### src/include/rpmco_defs.svh
`ifndef RPMCO_DEFS_SVH
`define RPMCO_DEFS_SVH
// clock-output source codes
`define RPMCO_SRC_BUF 3'h0
`define RPMCO_SRC_CORE 3'h1
`define RPMCO_SRC_SYS 3'h2
`define RPMCO_SRC_PERIPH 3'h3
`define RPMCO_SRC_CRYPTO 3'h4
`define RPMCO_SRC_DRAM 3'h5
`define RPMCO_SRC_OUTCLK 3'h6
// divide ratios as full-period counts of source edges
`define RPMCO_DIV_CORE 8'h10
`define RPMCO_DIV_SYS 8'h08
`define RPMCO_DIV_PERIPH 8'h01
`define RPMCO_DIV_CRYPTO 8'h08
`define RPMCO_DIV_DRAM 8'h08
// reset values
`define RPMCO_RST_SRC 3'h0
`define RPMCO_RST_DIV 8'h01
// last count of a generated reset pulse; the pulse lasts one cycle more
`define RPMCO_RST_PULSE 4'h8
// last count of the wake settle before the boot reset pulse; the settle lasts one cycle more
`define RPMCO_WAKE_SETTLE 4'hf
`endif

### src/include/rpmco_pkg.sv
package rpmco_pkg;
  typedef enum logic [2:0] {
    RPMCO_FULL_ON = 3'b001,
    RPMCO_DEEP_SLEEP = 3'b010,
    RPMCO_HIBERNATE = 3'b100
  } rpmco_mode_e;
  typedef enum logic [3:0] {
    RPMCO_RUN = 4'b0001,
    RPMCO_SYS_RST = 4'b0010,
    RPMCO_CORE_RST = 4'b0100,
    RPMCO_WAKE = 4'b1000
  } rpmco_rst_e;
  // internal clocks sampled as levels (they are slow copies relative to clk here)
  typedef struct packed {
    logic core;
    logic sys;
    logic periph;
    logic crypto;
    logic dram;
    logic outclk;
  } rpmco_clks_s;
  // sources of a system reset
  typedef struct packed {
    logic sw;
    logic sec;
    logic trigger_routing_unit;
    logic emu;
    logic pll_fault;
  } rpmco_sysreq_s;
  // clock and power enables toward the chip
  typedef struct packed {
    logic pll_en;
    logic pll_bypass;
    logic core_clk_en;
    logic sync_clk_en;
    logic async_block;
    logic core_pwr;
  } rpmco_pwr_s;
endpackage

### src/hw/rpmco_top.sv
`timescale 1ns/1ns
`include "rpmco_defs.svh"
module rpmco_top
  import rpmco_pkg::*;
(
  input wire logic clk,
  input wire logic rst_b,
  input wire logic hardware_reset_in_n,
  input wire logic input_clock_buffer,
  input wire rpmco_clks_s clks,
  input wire logic [2:0] clkout_sel,
  input wire logic [7:0] outclk_div,
  input wire logic sw_sys_reset_req,
  input wire logic sw_core_reset_req,
  input wire logic sec_reset_req,
  input wire logic tru_reset_req,
  input wire logic emu_reset_req,
  input wire logic pll_locked,
  input wire logic deep_sleep_req,
  input wire logic hibernate_req,
  input wire logic wake_event,
  output logic clock_output_pin,
  output logic regulator_wake_out,
  output logic system_reset_out,
  output logic core_reset_out,
  output logic pins_tristate,
  output rpmco_pwr_s pwr,
  output rpmco_mode_e mode
);
  // =====================================================
  // input synchronisers
  // =====================================================
  // pins and foreign clocks pass two flops; the first stage feeds only the second
  logic [9:0] sync_a;
  logic [9:0] sync_b;
  always_ff @(posedge clk) begin
    if (!rst_b) begin
      sync_a <= 10'h000;
      sync_b <= 10'h000;
    end else begin
      sync_a <= {~hardware_reset_in_n, input_clock_buffer, clks.core, clks.sys, clks.periph,
                 clks.crypto, clks.dram, clks.outclk, pll_locked, wake_event};
      sync_b <= sync_a;
    end
  end
  logic hw_rst_s;
  logic buf_s;
  logic pll_locked_s;
  logic wake_s;
  logic [5:0] clk_lv;
  assign hw_rst_s = sync_b[9];
  assign buf_s = sync_b[8];
  assign clk_lv = sync_b[7:2];
  assign pll_locked_s = sync_b[1];
  assign wake_s = sync_b[0];

  // =====================================================
  // hardware reset: local reset term
  // =====================================================
  // hardware reset input low clears this controller, except the hibernate wake trigger hib_from_reset, which it sets when the mode is hibernate
  logic hw_clr;
  assign hw_clr = !rst_b || hw_rst_s;

  // =====================================================
  // power mode
  // =====================================================
  logic sys_rst_pend;
  rpmco_rst_e rst_state;
  rpmco_rst_e next_rst_state;
  logic [3:0] rst_cnt;
  logic pll_was_locked;
  logic hib_from_reset;

  always_ff @(posedge clk) begin
    if (hw_clr) begin
      mode <= RPMCO_FULL_ON;
    end else begin
      unique case (mode)
        RPMCO_FULL_ON: begin
          if (hibernate_req) begin
            mode <= RPMCO_HIBERNATE;
          end else if (deep_sleep_req) begin
            mode <= RPMCO_DEEP_SLEEP;
          end
        end
        RPMCO_DEEP_SLEEP: begin
          if (wake_s) begin
            mode <= RPMCO_FULL_ON;
          end
        end
        RPMCO_HIBERNATE: begin
          mode <= RPMCO_HIBERNATE;
        end
        default: begin
          mode <= RPMCO_FULL_ON;
        end
      endcase
    end
  end

  always_ff @(posedge clk) begin
    if (hw_clr) begin
      pwr <= '{pll_en: 1'b1, pll_bypass: 1'b0, core_clk_en: 1'b1, sync_clk_en: 1'b1,
               async_block: 1'b0, core_pwr: 1'b1};
    end else begin
      pwr.pll_en <= (mode == RPMCO_FULL_ON);
      pwr.pll_bypass <= 1'b0;
      pwr.core_clk_en <= (mode == RPMCO_FULL_ON) && (rst_state != RPMCO_CORE_RST);
      pwr.sync_clk_en <= (mode == RPMCO_FULL_ON);
      pwr.async_block <= (mode != RPMCO_FULL_ON);
      pwr.core_pwr <= (mode != RPMCO_HIBERNATE);
    end
  end

  // =====================================================
  // reset controller
  // =====================================================
  // a hibernate entry also asks for a system reset so the wake path boots clean
  logic sys_req;
  assign sys_req = sw_sys_reset_req || sec_reset_req || tru_reset_req || emu_reset_req
                   || (mode == RPMCO_FULL_ON && hibernate_req)
                   || (pll_was_locked && !pll_locked_s);

  always_ff @(posedge clk) begin
    if (hw_clr) begin
      pll_was_locked <= 1'b0;
    end else begin
      pll_was_locked <= pll_locked_s;
    end
  end

  // hibernate state is kept through hardware reset only as the wake trigger below;
  // the regulator then restores core power and the whole chip boots
  always_ff @(posedge clk) begin
    if (!rst_b) begin
      hib_from_reset <= 1'b0;
    end else if (hw_rst_s && mode == RPMCO_HIBERNATE) begin
      hib_from_reset <= 1'b1;
    end else if (rst_state == RPMCO_WAKE && rst_cnt == `RPMCO_WAKE_SETTLE) begin
      hib_from_reset <= 1'b0;
    end
  end

  // system reset does not clear this controller: its state is only cleared by hw_clr
  always_ff @(posedge clk) begin
    if (hw_clr) begin
      sys_rst_pend <= 1'b0;
    end else if (sys_req) begin
      sys_rst_pend <= 1'b1;
    end else if (rst_state == RPMCO_SYS_RST) begin
      sys_rst_pend <= 1'b0;
    end
  end

  always_comb begin
    next_rst_state = rst_state;
    unique case (rst_state)
      RPMCO_RUN: begin
        if (hib_from_reset) begin
          next_rst_state = RPMCO_WAKE;
        end else if (sys_rst_pend) begin
          next_rst_state = RPMCO_SYS_RST;
        end else if (sw_core_reset_req) begin
          next_rst_state = RPMCO_CORE_RST;
        end
      end
      RPMCO_SYS_RST, RPMCO_CORE_RST: begin
        if (rst_cnt == `RPMCO_RST_PULSE) begin
          next_rst_state = RPMCO_RUN;
        end
      end
      RPMCO_WAKE: begin
        if (rst_cnt == `RPMCO_WAKE_SETTLE) begin
          next_rst_state = RPMCO_SYS_RST;
        end
      end
      default: begin
        next_rst_state = RPMCO_RUN;
      end
    endcase
  end

  always_ff @(posedge clk) begin
    if (!rst_b) begin
      rst_state <= RPMCO_RUN;
      rst_cnt <= 4'h0;
    end else if (hw_rst_s) begin
      rst_state <= RPMCO_RUN;
      rst_cnt <= 4'h0;
    end else begin
      rst_state <= next_rst_state;
      rst_cnt <= (next_rst_state != rst_state) ? 4'h0 : rst_cnt + 4'h1;
    end
  end

  // outputs: held in reset while hardware reset stands, then released to boot
  // a woken chip stays in reset from the pin through the boot pulse: no one-cycle gap
  always_ff @(posedge clk) begin
    if (hw_clr) begin
      system_reset_out <= 1'b1;
    end else begin
      system_reset_out <= (rst_state == RPMCO_SYS_RST) || (rst_state == RPMCO_WAKE)
                          || hib_from_reset;
    end
  end

  always_ff @(posedge clk) begin
    if (hw_clr) begin
      core_reset_out <= 1'b1;
    end else begin
      core_reset_out <= (rst_state != RPMCO_RUN) || hib_from_reset;
    end
  end

  // wake output high asks for core power; low only while hibernating
  always_ff @(posedge clk) begin
    if (!rst_b) begin
      regulator_wake_out <= 1'b1;
    end else begin
      regulator_wake_out <= (mode != RPMCO_HIBERNATE) || hw_rst_s || hib_from_reset;
    end
  end

  // pins float only in a settled hibernate; a pending wake drives them again
  always_ff @(posedge clk) begin
    if (!rst_b) begin
      pins_tristate <= 1'b0;
    end else begin
      pins_tristate <= (mode == RPMCO_HIBERNATE) && !hw_rst_s && !hib_from_reset;
    end
  end

  // =====================================================
  // clock output divider and select, glitch-free except when switching into a ratio-1 source
  // =====================================================
  // dividers count rising edges of the chosen (synchronised) level; a ratio of n
  // toggles the output every n/2 source edges (rounded down), so the observed clock is src/n for even n, src/(n-1) for odd n>1
  function automatic logic [7:0] rpmco_ratio(input logic [2:0] sel, input logic [7:0] prog);
    unique case (sel)
      `RPMCO_SRC_CORE: rpmco_ratio = `RPMCO_DIV_CORE;
      `RPMCO_SRC_SYS: rpmco_ratio = `RPMCO_DIV_SYS;
      `RPMCO_SRC_PERIPH: rpmco_ratio = `RPMCO_DIV_PERIPH;
      `RPMCO_SRC_CRYPTO: rpmco_ratio = `RPMCO_DIV_CRYPTO;
      `RPMCO_SRC_DRAM: rpmco_ratio = `RPMCO_DIV_DRAM;
      `RPMCO_SRC_OUTCLK: rpmco_ratio = (prog == 8'h00) ? 8'h01 : prog;
      default: rpmco_ratio = 8'h00; // buffer path: no divider
    endcase
  endfunction

  function automatic logic rpmco_level(input logic [2:0] sel, input logic [5:0] lv, input logic b);
    unique case (sel)
      `RPMCO_SRC_CORE: rpmco_level = lv[5];
      `RPMCO_SRC_SYS: rpmco_level = lv[4];
      `RPMCO_SRC_PERIPH: rpmco_level = lv[3];
      `RPMCO_SRC_CRYPTO: rpmco_level = lv[2];
      `RPMCO_SRC_DRAM: rpmco_level = lv[1];
      `RPMCO_SRC_OUTCLK: rpmco_level = lv[0];
      default: rpmco_level = b;
    endcase
  endfunction

  logic [2:0] cur_sel;
  logic [7:0] cur_ratio;
  logic src_prev;
  logic [7:0] div_cnt;
  logic div_out;
  logic src_now;
  logic src_rise;
  logic [7:0] period_cnt;
  assign src_now = rpmco_level(cur_sel, clk_lv, buf_s);
  assign src_rise = src_now && !src_prev;
  // half period of the divided clock in source edges: ratio/2 for n>1, direct for 1
  assign period_cnt = (cur_ratio > 8'h01) ? (cur_ratio >> 1) : 8'h01;
  // level the pin shows one clk later; a switch is taken only while it is low
  logic out_lv;
  logic [7:0] want_ratio;
  logic sel_change;
  logic sel_ok;
  assign out_lv = (cur_ratio == 8'h00) ? buf_s : div_out;
  assign want_ratio = rpmco_ratio(clkout_sel, outclk_div);
  // a new programmable ratio on the current source counts as a change too
  assign sel_change = (clkout_sel != cur_sel) || (want_ratio != cur_ratio);
  // the buffer path has no divider that starts low, so its own level must be low as well
  assign sel_ok = sel_change && !out_lv && (cur_ratio == 8'h00 || div_cnt == 8'h00)
                  && (want_ratio != 8'h00 || !buf_s);

  always_ff @(posedge clk) begin
    if (hw_clr) begin
      cur_sel <= `RPMCO_RST_SRC;
      cur_ratio <= 8'h00;
      src_prev <= 1'b0;
      div_cnt <= 8'h00;
      div_out <= 1'b0;
    end else begin
      src_prev <= src_now;
      // a new source is taken only while the output is low at a period end: no runt unless the new ratio is 1
      if (sel_ok) begin
        cur_sel <= clkout_sel;
        cur_ratio <= want_ratio;
        div_cnt <= 8'h00;
        // seed the edge detector from the new source so no false rise is counted
        src_prev <= rpmco_level(clkout_sel, clk_lv, buf_s);
      end else if (cur_ratio == 8'h01) begin
        div_out <= src_now;
      end else if (cur_ratio != 8'h00 && src_rise) begin
        if (div_cnt + 8'h01 >= period_cnt) begin
          div_cnt <= 8'h00;
          div_out <= !div_out;
        end else begin
          div_cnt <= div_cnt + 8'h01;
        end
      end
    end
  end

  always_ff @(posedge clk) begin
    if (hw_clr) begin
      clock_output_pin <= 1'b0;
    end else begin
      clock_output_pin <= out_lv;
    end
  end
endmodule

### config.mk
export PLATFORM = sky130hd
export DESIGN_NAME = rpmco_top
export DESIGN_NICKNAME = d
export VERILOG_FILES = /design/src/include/rpmco_pkg.sv /design/src/hw/rpmco_top.sv
export VERILOG_INCLUDE_DIRS = /design/src /design/src/include
export SDC_FILE = /design/constraint.sdc
export NUM_CORES = 1
export LEC_CHECK = 0
export BUFFER_PORTS_ARGS = -buffer_cell sky130_fd_sc_hd__buf_2
export CORE_MARGIN = 2
export CORE_UTILIZATION = 55
export DETAILED_ROUTE_END_ITERATION = 10
export GPL_ROUTABILITY_DRIVEN = 0
export GPL_TIMING_DRIVEN = 0
export PLACE_DENSITY = 0.74
export REMOVE_ABC_BUFFERS = 1
export SLEW_MARGIN = 20
export SYNTH_ARGS = -nofsm -noshare
export SYNTH_HDL_FRONTEND = slang
export SYNTH_SLANG_ARGS = --single-unit
### constraint.sdc
create_clock -name clk -period 5.6 [get_ports clk]
set_clock_uncertainty 0.1 [all_clocks]
set_input_delay 0.56 -clock clk [delete_from_list [all_inputs] [get_ports clk]]
set_output_delay 0.56 -clock clk [all_outputs]
set_load 0.1 [all_outputs]
==> results.toml <==
[final_layout]
drive_gt1_share_pct = 15.07
area_delta_synth_final_pct = 13.15
fillCellCount = 474
antennaDiodeCount = 0
fin_nets = 454
regArea_um2 = 1281
multi_input_area_um2 = 1722

[yosys]
syn_area_per_cell_um2 = 8.381
synth-seq-area-share_pct = 40.44
synthDominantCellAreaShare_pct = 40.44
syn_area_um2 = 3168
synth-seq-cells = 64
yosysTopAreaCell = "dfxtp_1"
synth_flop_cell = "dfxtp_1"
ys_top_cells_by_area = "dfxtp_1 (40%), ha_1 (4.3%), nor2_1 (4.3%), and2_1 (4.1%), xnor2_1 (3.9%)"
yosysUniqueCellTypes = 50
synth_cells = 378
yosysWarnings = 0
async_reset_ff_share_pct = 0
synth_edf_count = 0

[floorplan]
initial_core_util_pct = 57.18
core_um2 = 5540
row_count = 27
ios = 44
die_height_um = 79.90
die_w_um = 79.90
die_area_um2 = 6383

[detailed_routing]
antenna_left = 0
drt_iter0_drc = 208
dr.pass1.iters = 4
wirelength_mm = 6.371
drcViolationCount = 0
wire_per_inst_um = 13.00
num_vias = 2754
vias_per_cell = 5.620

[power]
leakage_nw = 1.435
fin_total_pwr_mw = 1.119
p_switching_mw = 0.3576
seq_power_share_pct = 44.6
p_per_area_nw_per_um2 = 312.1
ir_worst_vdd_mv = 0.2314
power.internal_mw = 0.7611
p_comb_share_pct = 19.0
p_clk_share_pct = 36.4
swShare_pct = 31.96

[cts]
cts_root_buffer = "clkbuf_8"
ctsLongestPathBuffers = 2
cts.sinks = 64
h-tree-depth = 3
post_cts_buffers = 0
cts-hold-fix-buffers = 0
post_cts_resized = 0
clkTransAtPathRegs_ps = 70
clk-insertion-delay-late_ps = 340
numCtsBuffers = 9
cts_tree = "built"

[timing]
max_freq_mhz = 337.7
min_period_ps = 2961
period_share_pct = 52.88
max_slew.worst_pin.slew_ps = 949.7
tns_ps = 0
final-setup-viol-count = 0
relSlewSlack_pct = 36.69
rsz0062_at_grt = "false"
hold_viol = 0
final_max_slew_viol_count = 0

[grt]
grt_usage_pct = 21.49
grt_pass1_wl_mm = 10.83
gr-total-overflow = 0
grt_max_degree = 24
grt_pass1_vias = 2555
antenna_found_initial = 0

[worst_setup_path]
cp-end-kind = "register"
worstSetupStartpointType = "input port"
cp_max_fo = 21
cp.arrival_ps = 3090
r2r_cells = 10
critPathKind = "input port to register"
required_ps = 5730

[place]
io_buffers = 42
dp_hpwl_mm = 4.407

[min_path]
holdPathStages = 2
hp-class = "input port to register"

[outcome]
status = "complete, no violations"

[run]
cap_violations = 0
-- cell usage after synthesis (all sizes together), types with 3 or more instances --
| library cell | n |
|---|---|
| and3 | 4 |
| xnor2 | 14 |
| nand2 | 31 |
| nor4 | 4 |
| and2 | 21 |
| nand4 | 7 |
| nor3b | 3 |
| nor2 | 36 |
| a21oi | 23 |
| a22oi | 5 |
| inv | 20 |
| ha | 11 |
| o31ai | 6 |
| nand2b | 8 |
| mux2i | 5 |
| o21ai | 22 |
| nand3b | 8 |
| xor2 | 4 |
| dfxtp | 64 |
| clkbuf | 9 |
| buf | 9 |
| nor2b | 9 |
| nand3 | 13 |
| nor3 | 10 |
-- layout by cell type (no fill, tap or decap), drive strengths merged, types with 5 or more instances in the layout --
cell type | netlist | final
nand2b | 8 | 8
a22oi | 5 | 5
xnor2 | 14 | 14
nand4 | 7 | 7
o21ai | 22 | 22
inv | 20 | 20
buf | 9 | 42
nand3 | 13 | 13
a21oi | 23 | 23
o31ai | 6 | 6
and2 | 21 | 21
dfxtp | 64 | 64
nor3 | 10 | 10
nand2 | 31 | 31
nor2 | 36 | 36
mux2i | 5 | 5
clkbuf | 9 | 10
ha | 11 | 11
nand3b | 8 | 8
nor2b | 9 | 9
-- sequential cells by signal, summed over array words and instances, names as in the netlist --
register,flops
sync_b,10
div_out,1
hib_from_reset,1
regulator_wake_out,1
core_reset_out,1
rst_state,4
pll_was_locked,1
mode,3
cur_sel,3
system_reset_out,1
sys_rst_pend,1
rst_cnt,4
pwr,4
pins_tristate,1
src_prev,1
clock_output_pin,1
cur_ratio,8
div_cnt,8
sync_a,10
-- critical path, stage by stage --
cell and delay (ps):
buf_2 240, and3b_1 450, nand2_1 160, o41ai_4 290
xnor2_1 130, a41oi_2 730, nand2b_1 410, nor2_1 90
-- power by group through the flow --
| stage | sequential [mW] | combinational [mW] | clock, mW |
|---|---|---|---|
| after floorplan | 0.569 | 0.0992 | 0 |
| after global placement | 0.508 | 0.207 | 0 |
| after detailed placement | 0.510 | 0.210 | 0 |
| after CTS | 0.499 | 0.212 | 0.413 |
| after global routing | 0.503 | 0.231 | 0.432 |
| final | 0.499 | 0.212 | 0.407 |
-- final cells by class --
class                           instances  area share [%]
Timing Repair Buffer                   42           5.864
Inverter                               20           2.094
Sequential cell                        64           35.74
Clock buffer                           10           3.839
Multi-Input combinational cell        276           48.03
Clock inverter                          6           1.920
Tap cell                               72           2.513
-- stage by stage --
| stage | setup slack, ps | hold slack (ps) | utilization, % | instances | instance area (µm²) |
|---|---|---|---|---|---|
| after floorplan | 3064 | 311.8 | - | 360 | 3075 |
| after global placement | 2388 | 314.1 | 60.93 | 474 | 3376 |
| after detailed placement | 2322 | 318.3 | 60.93 | 474 | 3376 |
| after CTS | 2667 | 252.1 | 64.66 | 490 | 3582 |
| after global routing | 2416 | 263.2 | 64.70 | 490 | 3585 |
| final | 2639 | 264.2 | 64.70 | 490 | 3585 |
-- path summary, 6_finish.rpt --
kind                            from                      end  slack, ps
max                    clkout_sel[2]  div_cnt[7]$_SDFFE_PP0P_       2640
min              hardware_reset_in_n     sync_a[9]$_SDFF_PN0_        260
max reg2reg  div_cnt[0]$_SDFFE_PP0P_  div_cnt[5]$_SDFFE_PP0P_       2750
min reg2reg     sync_a[3]$_SDFF_PN0_     sync_b[3]$_SDFF_PN0_        330
-- per-layer routing --
layer,share of wire (%),up-vias,global-route usage [%],routed length (µm)
met5,0,-,0,0
met4,1.9,0,9.831,123
met3,5.2,11,5.317,332
met2,47,81,36.25,3023
met1,45,1279,25.62,2892
li1,-,1383,-,-
-- logic make-up after synthesis --
kind of cell / count (synthesis) / synth area share (%)
xor gates and xnor gates: 18 / 4.976
adders and majority gates: 11 / 4.344
DFF: 64 / 40.44
buffers and inverters: 38 / 5.292
muxes: 5 / 1.580
other: 1 / 0.1184
and+or+nand+nor: 162 / 26.90
AOI/OAI and AO/OA: 79 / 16.35
(Power assumes the default switching activity.)
